`config.mk`:
```
export PLATFORM = sky130hd
export DESIGN_NAME = bpm_ctrl
export DESIGN_NICKNAME = d
export VERILOG_FILES = /design/src/bpm_pkg.sv /design/src/bpm_ctrl.sv
export VERILOG_INCLUDE_DIRS = /design/src /design/src/src
export SDC_FILE = /design/constraint.sdc
export NUM_CORES = 1
export LEC_CHECK = 0
export BUFFER_PORTS_ARGS = -buffer_cell sky130_fd_sc_hd__buf_4
export CAP_MARGIN = 20
export CORE_MARGIN = 1.5
export CORE_UTILIZATION = 50
export CTS_BUF_LIST = sky130_fd_sc_hd__clkbuf_2 sky130_fd_sc_hd__clkbuf_4 sky130_fd_sc_hd__clkbuf_8
export DETAILED_ROUTE_END_ITERATION = 7
export PLACE_DENSITY = 0.79
export RECOVER_POWER = 25
export SLEW_MARGIN = 30
export SYNTH_ARGS = -nofsm -noshare
export SYNTH_HDL_FRONTEND = slang
export SYNTH_SLANG_ARGS = --single-unit
```
`constraint.sdc`:
```
create_clock -name ref_clk -period 6.8 [get_ports ref_clk]
set_input_delay 1.36 -clock ref_clk [delete_from_list [all_inputs] [get_ports ref_clk]]
set_output_delay 1.36 -clock ref_clk [all_outputs]
set_load 0.02 [all_outputs]
```
`src/bpm_cfg.svh`:
```
/*
 * Constants of the bridge protection and mode control block.
 * Assumes a 25 MHz clock and a software view at byte offsets.
 */
`ifndef BPM_CFG_SVH
`define BPM_CFG_SVH
`define BPM_CLK_MHZ        25
`define BPM_CNT_W          17
`define BPM_OCP_FILTER_NS  4500
`define BPM_SHUNT_FILT_NS  4000
`define BPM_RETRY_US       4000
`define BPM_BLANK_CYC      25
`define BPM_HALL_IGN_CYC   50
`define BPM_SLEEP_CYC      2500
`define BPM_WAKE_CYC       2500
`define BPM_RSTWIN_CYC     500
`define BPM_DRIVE_CYC      100
`define BPM_TRIP_TIED      3'h6
`define BPM_CTRL_ADDR      8'h00
`define BPM_STATUS_ADDR    8'h04
`define BPM_SETTING_ADDR   8'h08
`define BPM_CTRL_INHIBIT   0
`define BPM_CTRL_RST       32'h0000_0000
`endif

```
`src/bpm_pkg.sv`:
```
/*
 * Types of the bridge protection and mode control block.
 * Assumes bpm_cfg.svh for the counter width.
 */
`include "bpm_cfg.svh"
package bpm_pkg;
    typedef enum logic [2:0] {
        BPM_LOCK,
        BPM_SLEEP,
        BPM_WAKE,
        BPM_RUN,
        BPM_DOWN
    } bpm_mode_type;

    typedef logic [`BPM_CNT_W-1:0] bpm_cnt_type;

    typedef struct packed {
        bpm_mode_type mode;
        bpm_cnt_type  tcnt;
        bpm_cnt_type  blank;
        bpm_cnt_type  hign;
        bpm_cnt_type  drv;
        bpm_cnt_type  ocp;
        bpm_cnt_type  shunt;
        bpm_cnt_type  retry_cnt;
        logic         retry;
        logic         climit;
        logic         pwm;
        logic [2:0]   hall;
        logic [5:0]   cmd;
        logic         gate_fault;
        logic [2:0]   igs;
        logic [2:0]   trip;
        logic         inhibit;
        logic [31:0]  prdata;
    } bpm_state_type;
endpackage

```
`src/bpm_ctrl.sv`:
```
/*
 * Bridge protection and mode control: current limit, hall
 * deglitch and tacho, fault handling, sleep/wake and APB view.
 * Assumes all inputs synchronous to ref_clk; comparators and
 * seven-level decoders are analog front ends outside.
 */
`timescale 1ns/10ps
`include "bpm_cfg.svh"
module bpm_ctrl #(
    parameter int RETRY_CYC = `BPM_RETRY_US * `BPM_CLK_MHZ,
    parameter int BLANK_CYC = `BPM_BLANK_CYC,
    parameter int HALL_CYC  = `BPM_HALL_IGN_CYC,
    parameter int SLEEP_CYC = `BPM_SLEEP_CYC,
    parameter int WAKE_CYC  = `BPM_WAKE_CYC,
    parameter int RSTW_CYC  = `BPM_RSTWIN_CYC,
    parameter int DRIVE_CYC = `BPM_DRIVE_CYC
) (
    input  wire logic        ref_clk,
    input  wire logic        rst,
    input  wire logic        psel,
    input  wire logic        penable,
    input  wire logic        pwrite,
    input  wire logic [7:0]  paddr,
    input  wire logic [31:0] pwdata,
    output logic      [31:0] prdata,
    output logic             pready,
    output logic             pslverr,
    input  wire logic        enable_in,
    input  wire logic        pwm_in,
    input  wire logic [2:0]  phase_high_cmd,
    input  wire logic [2:0]  phase_low_cmd,
    input  wire logic [2:0]  hall_in,
    input  wire logic        limit_cmp,
    input  wire logic        shunt_cmp,
    input  wire logic [5:0]  vds_cmp,
    input  wire logic [5:0]  gate_high_sense,
    input  wire logic        supply_lockout,
    input  wire logic        pump_undervoltage,
    input  wire logic        overtemp_shutdown,
    input  wire logic [2:0]  gate_current_select,
    input  wire logic [2:0]  trip_level_select,
    output logic      [2:0]  high_gate_out,
    output logic      [2:0]  low_gate_out,
    output logic             gate_hiz,
    output logic             gate_weak_pull,
    output logic             pump_enable,
    output logic             regulator_enable,
    output logic      [2:0]  gate_current_level,
    output logic             fault_out_n_o,
    output logic             fault_out_n_oe,
    output logic             tacho_pulse_out_o,
    output logic             tacho_pulse_out_oe
);
    localparam int W = `BPM_CNT_W;
    localparam int OCP_CYC = (`BPM_OCP_FILTER_NS * `BPM_CLK_MHZ
                              + 999) / 1000;
    localparam int SHT_CYC = (`BPM_SHUNT_FILT_NS * `BPM_CLK_MHZ
                              + 999) / 1000;
    localparam logic [W-1:0] ONE = W'(1);

    bpm_pkg::bpm_state_type s_q;
    bpm_pkg::bpm_state_type s_d;

    logic       active;
    logic       drive_ok;
    logic       switch_hit;
    logic       wr_en;
    logic [5:0] gate_on;

    // ========================================================
    // gate outputs
    // ========================================================
    assign active   = s_q.mode == bpm_pkg::BPM_RUN ||
                      s_q.mode == bpm_pkg::BPM_DOWN;
    assign drive_ok = active && !pump_undervoltage
                      && !overtemp_shutdown && !s_q.retry
                      && !s_q.gate_fault && !s_q.inhibit;

    always_comb begin
        high_gate_out = 3'h0;
        low_gate_out  = 3'h0;
        if (drive_ok) begin
            high_gate_out = s_q.climit ? 3'h0 : phase_high_cmd;
            low_gate_out  = phase_low_cmd
                | (s_q.climit ? phase_high_cmd : 3'h0);
        end
    end
    assign gate_on = {high_gate_out, low_gate_out};

    assign gate_hiz       = active && !drive_ok;
    assign gate_weak_pull = s_q.mode == bpm_pkg::BPM_SLEEP ||
                            s_q.mode == bpm_pkg::BPM_LOCK;
    assign pump_enable    = (active || s_q.mode == bpm_pkg::BPM_WAKE)
                            && !overtemp_shutdown;
    assign regulator_enable = s_q.mode != bpm_pkg::BPM_SLEEP;
    assign gate_current_level = s_q.igs;

    // fault line drives low; released in sleep, early in down and in run without a fault
    assign fault_out_n_o  = 1'b0;
    assign fault_out_n_oe = s_q.mode == bpm_pkg::BPM_LOCK
        || s_q.mode == bpm_pkg::BPM_WAKE
        || (s_q.mode == bpm_pkg::BPM_DOWN
            && s_q.tcnt >= W'(RSTW_CYC))
        || (active && (pump_undervoltage || overtemp_shutdown
            || s_q.retry || s_q.gate_fault));

    assign tacho_pulse_out_o  = 1'b0;
    assign tacho_pulse_out_oe = !(^s_q.hall);

    assign switch_hit = |(vds_cmp & gate_on)
                        && s_q.trip != `BPM_TRIP_TIED;

    // ========================================================
    // apb
    // ========================================================
    assign pready  = 1'b1;
    assign prdata  = s_q.prdata;
    assign pslverr = psel && penable &&
                     paddr != `BPM_CTRL_ADDR &&
                     paddr != `BPM_STATUS_ADDR &&
                     paddr != `BPM_SETTING_ADDR;
    assign wr_en = psel && penable && pwrite &&
                   paddr == `BPM_CTRL_ADDR;

    // ========================================================
    // next state
    // ========================================================
    always_comb begin
        s_d = s_q;
        s_d.pwm = pwm_in;

        // current limit, cleared at each new pwm period
        if (pwm_in && !s_q.pwm) begin
            s_d.climit = 1'b0;
            s_d.blank  = W'(BLANK_CYC);
        end else begin
            if (s_q.blank != '0)
                s_d.blank = s_q.blank - ONE;
            if (s_q.blank == '0 && pwm_in && limit_cmp)
                s_d.climit = 1'b1;
        end

        // hall deglitch
        if (s_q.hign != '0) begin
            s_d.hign = s_q.hign - ONE;
        end else if (hall_in != s_q.hall) begin
            s_d.hall = hall_in;
            s_d.hign = W'(HALL_CYC);
        end

        // gate drive supervision, restarted by each command
        if (gate_on != s_q.cmd) begin
            s_d.cmd = gate_on;
            s_d.drv = W'(DRIVE_CYC);
        end else if (s_q.drv != '0) begin
            s_d.drv = s_q.drv - ONE;
            if (s_q.drv == ONE && drive_ok &&
                gate_high_sense != s_q.cmd)
                s_d.gate_fault = 1'b1;
        end

        // overcurrent filters and retry
        s_d.ocp   = (switch_hit && active) ? s_q.ocp + ONE : '0;
        s_d.shunt = (shunt_cmp && active) ? s_q.shunt + ONE : '0;
        if (s_q.retry) begin
            s_d.ocp   = '0;
            s_d.shunt = '0;
            s_d.retry_cnt = s_q.retry_cnt - ONE;
            if (s_q.retry_cnt == ONE)
                s_d.retry = 1'b0;
        end else if (s_q.ocp == W'(OCP_CYC - 1) ||
                     s_q.shunt == W'(SHT_CYC - 1)) begin
            s_d.retry     = 1'b1;
            s_d.retry_cnt = W'(RETRY_CYC);
        end

        // operating modes
        s_d.tcnt = s_q.tcnt + ONE;
        unique case (s_q.mode)
            bpm_pkg::BPM_LOCK: begin
                s_d.tcnt = '0;
                if (!supply_lockout)
                    s_d.mode = enable_in ? bpm_pkg::BPM_WAKE
                                         : bpm_pkg::BPM_SLEEP;
            end
            bpm_pkg::BPM_SLEEP: begin
                s_d.tcnt = '0;
                if (enable_in)
                    s_d.mode = bpm_pkg::BPM_WAKE;
            end
            bpm_pkg::BPM_WAKE: begin
                s_d.igs  = gate_current_select;
                s_d.trip = trip_level_select;
                s_d.gate_fault  = 1'b0;
                if (s_q.tcnt == W'(WAKE_CYC - 1))
                    s_d.mode = bpm_pkg::BPM_RUN;
            end
            bpm_pkg::BPM_RUN: begin
                s_d.tcnt = '0;
                if (!enable_in)
                    s_d.mode = bpm_pkg::BPM_DOWN;
            end
            bpm_pkg::BPM_DOWN: begin
                if (enable_in && s_q.tcnt < W'(RSTW_CYC)) begin
                    // a gate fault raised in this very cycle survives
                    s_d.gate_fault  = s_d.gate_fault && !s_q.gate_fault;
                    s_d.mode = bpm_pkg::BPM_RUN;
                end else if (s_q.tcnt == W'(SLEEP_CYC - 1)) begin
                    s_d.mode = bpm_pkg::BPM_SLEEP;
                end
            end
        endcase
        if (s_d.mode == bpm_pkg::BPM_WAKE &&
            s_q.mode != bpm_pkg::BPM_WAKE)
            s_d.tcnt = '0;

        // supply lockout overrides the mode and clears retry and gate fault
        if (supply_lockout) begin
            s_d.mode  = bpm_pkg::BPM_LOCK;
            s_d.retry = 1'b0;
            s_d.gate_fault   = 1'b0;
        end

        // register access
        if (wr_en)
            s_d.inhibit = pwdata[`BPM_CTRL_INHIBIT];
        if (psel && !penable) begin
            unique case (paddr)
                `BPM_CTRL_ADDR:
                    s_d.prdata = {31'h0000_0000, s_q.inhibit};
                `BPM_STATUS_ADDR:
                    s_d.prdata = {21'h00_0000, s_q.mode, s_q.climit,
                                  s_q.retry, s_q.gate_fault, supply_lockout,
                                  pump_undervoltage,
                                  overtemp_shutdown, s_q.hall == 3'h0,
                                  !fault_out_n_oe};
                `BPM_SETTING_ADDR:
                    s_d.prdata = {23'h00_0000, s_q.hall, s_q.trip,
                                  s_q.igs};
                default:
                    s_d.prdata = 32'h0000_0000;
            endcase
        end
    end

    always_ff @(posedge ref_clk or posedge rst) begin
        if (rst) begin
            s_q <= '0;
            s_q.inhibit <= 1'(`BPM_CTRL_RST);
        end else begin
            s_q <= s_d;
        end
    end
endmodule

```
# ---- After elaboration in Yosys (flattened, before gate mapping)
# Index checks and enable logic that the tools add are counted.
dict set report totals {
  word_cells 151
  out_inout_bits 51
  input_bits 79
  regBits 174
}
dict set report classes {
  reduce_logical 64
  bitwise 3
  n_mux 37
  n_eq_ne 20
  addsub 7
  order_cmp 2
}
# operator count
set ops {}
lappend ops {{$mux 17} 10}
lappend ops {{$sub 17x1->17 const B} 4}
lappend ops {{$add 17x1->17 const B} 3}
lappend ops {{$reduce_bool 17->1} 3}
lappend ops {{$mux 18} 2}
lappend ops {{$eq 17x1->1 const B} 2}
lappend ops {{$eq 17x7->1 const B} 2}
lappend ops {{$mux 34} 1}
lappend ops {{$mux 3} 11}
lappend ops {{$pmux 11 s3} 1}
lappend ops {{$logic_and 1x1->1} 27}
lappend ops {{$eq 17x12->1 const B} 1}
lappend ops {{$ge 17x9->1 const B} 1}
lappend ops {{$logic_not 17->1} 1}
lappend ops {{$lt 17x9->1 const B} 1}
lappend ops {{$pmux 3 s5} 1}
lappend ops {{$ne 6x6->1} 2}
lappend ops {{$logic_not 1->1} 10}
lappend ops {{$logic_or 1x1->1} 10}
lappend ops {{$reduce_bool 2->1} 5}
lappend ops {{$eq 3x2->1 const B} 3}
lappend ops {{$mux 1} 9}
lappend ops {{$eq 8x3->1 const B} 1}
lappend ops {{$eq 8x4->1 const B} 1}
lappend ops {{20 further kinds} 21}

# ---- Depth between registers and ports, before layout
dict set report logic_depth {
  ltp_word 16
  ltp_mapped 8
  depth_no_buf 8
}

# ---- Least setup slack after synthesis
# No wires, ideal clock.
dict set report synth_timing {
  path_kind {input to output}
  from {in overtemp_shutdown}
  to {out high_gate_out[0]}
  path_slack_ns 2.600
  path_buffers 1
  arrival_time_ns 2.840
  stages 5
  t_required_ns 5.440
  path_cell_list {or4_4 a211o_4 clkbuf_8 nor2_1 and2_1}
}
dict set report synth_via {
  elab_chain_len 6
}
# element line
set synth_rtl {}
lappend synth_rtl {{start: declaration} bpm_ctrl.sv:39} ;# input wire logic overtemp_shutdown,
lappend synth_rtl {{$logic_not 1->1} bpm_ctrl.sv:76} ;# && !overtemp_shutdown && !s_q.retry
lappend synth_rtl {{$logic_and 1x1->1 (2 in series)} bpm_ctrl.sv:76}
lappend synth_rtl {{$logic_and 1x1->1 (2 in series)} bpm_ctrl.sv:77} ;# && !s_q.gate_fault && !s_q.inhibit;
lappend synth_rtl {{$mux 3} bpm_ctrl.sv:82} ;# if (drive_ok) begin
lappend synth_rtl {{end: declaration} bpm_ctrl.sv:42} ;# output logic [2:0] high_gate_out,
# No other way between the ends.

# ---- Worst setup path after layout
# Ends and elaborated chain as after synthesis.

==> flow_summary.yaml <==
clock_network:
  clockBufferDepth: 2
  root_buffer: "clkbuf_8"
  cts_tree: "yes"
  clock_latency_ns: 0.47
  cts_setup_buffers: 0
  cts_max_level: 4
  ctsResizeCount: 0
  numCtsBuffers: 17
  clkTransAtPathRegs_ns: 0.08
  hold_buffers: 0
  cts_num_sinks: 153
yosys:
  synthFlopType: "dfrtp_1"
  synth_async_sr_flop_share_pct: 100.0
  synth_cell_types: 72
  syn_avg_cell_area_sq_um: 9.565
  ys_ff_latch: 153
  postSynthCellCount: 841
  synthesis.area_sq_um: 8044
  ys_seq_area_share_pct: 47.60
  yosys_warnings: 0
  synth-edff-count: 0
worst_setup_path:
  cp_max_fo: 15
  worstPathRequired_ns: 5.44
  crit_type: "primary input to output pin"
  crit_path_top_delay_cell: "or4_4"
  cp_cell_sequence: "buf_4 -> or4_4 -> a211o_4 -> nor2_1 -> and2_1 -> buf_4"
  timing.critical_path.mode_cell: "buf_4"
  end_kind: "output pin"
  cp.arrival_ns: 3.03
  timing.critical_path.from_type: "primary input"
  critPathMaxStageDelay_ns: 0.56
floorplanning:
  die_y_microns: 129.8
  rows: 46
  die_area_sq_um: 16860
  core_area_sq_um: 15830
  start_util_pct: 50.82
  io_pins: 130
  die_width_microns: 129.8
layout:
  n_fill_cell: 1384
  syn_to_final_growth_pct: 12.77
  diodes: 0
  layout-drive-gt1-share_pct: 15.61
  mostFrequentLayoutCell: "dfrtp_1"
  fin_nets: 995
  final_cell_mix: "dfrtp_1 (153), nor2_1 (116), buf_4 (73)"
detailed_routing:
  viasPerCell: 5.347
  dr.pass1.iters: 6
  drc: 0
  drt_iter0_drc: 473
  vias: 6053
  wl_per_cell_microns: 14.50
  antenna_left: 0
  wirelength_microns: 16410
global_routing:
  grt_pass1_wl_microns: 27550
  overflow: 0
  antenna_found_initial: 0
  grt_usage_pct: 20.85
  grt_max_degree: 94
  grt_pass1_vias: 5799
flow_run:
  maxCapViolCount: 1
power_and_ir_drop:
  power_leakage_nw: 4.006
  p_per_area_nw_per_um2: 268.3
  ir_drop_mv: 0.2244
sta:
  relSlewSlack_pct: -168.9
  setup_viol_count_final: 0
  fin_ws_ns: 2.411
  rsz0062_at_grt: "false"
  setup-tns-final_ns: 0
  max_freq_ghz: 0.2278
  period_minus_slack_ns: 4.389
  skew_ns: 0.01280
  worst_pin_slew_ns: 4.012
  final_max_slew_viol_count: 94
  finalCritPeriodShare_pct: 64.55
  hold_viol: 0
place:
  pre_cts_slack_ns: 2.413
  dpl.hpwl_microns: 11400
  place.gp.congestion: 0.8323
  portBuffers: 74
hold_path:
  hp-class: "register to register"
outcome:
  violations: "capacitance limit, slew limit"
  status: "finished, violations left"
[cells in the mapped netlist, drive strengths merged (12+ instances only)]
library cell / n / area share (%)
dfrtp: 153 / 48
nor2: 126 / 6.2
nand2: 73 / 3.4
xnor2: 53 / 5.8
buf: 43 / 4.0
xor2: 41 / 4.5
nand3: 37 / 2.5
nor3: 32 / 2.1
o21ai: 29 / 1.8
inv: 25 / 1.2
a21oi: 23 / 1.4
nor4: 18 / 1.5
and3: 14 / 1.1
clkbuf: 13 / 0.73
ha: 13 / 2.0
or3: 12 / 0.93
[area by class of cell]
cell class,instances,area (sq um),share of cell area [%]
Clock buffer,21,282.8,3.117
Clock inverter,11,192.7,2.124
Inverter,25,95.09,1.048
Multi-Input combinational cell,629,3835,42.28
Sequential cell,153,3829,42.21
Tap cell,216,270.3,2.979
Timing Repair Buffer,77,566.8,6.248
[registers in the layout (all words and copies together), names as in the netlist]
register and cells:
s_q 139, prdata 11, gate_current_level 3
[stage by stage]
step                instances  power (mW)  hold WS (ns)  area [sq um]  utilization, %
global route             1132       2.557        0.4979          9071           57.31
finish                   1132       2.434        0.4621          9071           57.31
detailed placement       1100       1.630        0.4525          8600           54.33
CTS                      1132       2.451        0.4640          9075           57.34
floorplan                 863       1.503        0.4245          8127               -
global placement         1100       1.610        0.4428          8600           54.33
[critical path: cells and delay by family]
family / cells / cell delay [ns]
simple gates: 3 / 0.97
compound gates: 1 / 0.42
buf+inv: 2 / 0.26
[layer usage]
metal	routed length, microns	global-route usage [%]
met1	7646	28.02
met4	227	6.471
met3	828	5.658
met2	7709	33.12
met5	0	0
[worst paths after layout]
path                                          to  depth (start not counted)  slack [ns]              start
worst max register to register          s_q[127]                          8        4.10           s_q[120]
worst min register to register           s_q[69]                          1        0.46            s_q[69]
worst min-delay path                     s_q[69]                          1        0.46            s_q[69]
worst max-delay path            high_gate_out[0]                          6        2.41  overtemp_shutdown
max in group asynchronous               s_q[160]                          3        2.63                rst
min in group asynchronous               s_q[141]                          2        2.09                rst
[kinds of logic after synthesis]
logic type | share of synthesized area [%]
compound gates | 8.228
xor+xnor | 10.23
fa+ha+maj | 2.022
buf+inv | 5.895
flops | 47.60
mux | 1.493
other cells | 0.09336
simple gates | 24.44
[where the power goes]
part | internal [mW] | leakage [nW] | switching [mW] | total, mW
registers | 1.02 | 2.01 | 0.118 | 1.14
clock network | 0.470 | 0.235 | 0.343 | 0.813
logic | 0.218 | 1.76 | 0.265 | 0.482
total | 1.71 | 4.01 | 0.725 | 2.43
(Power assumes the default switching activity.)
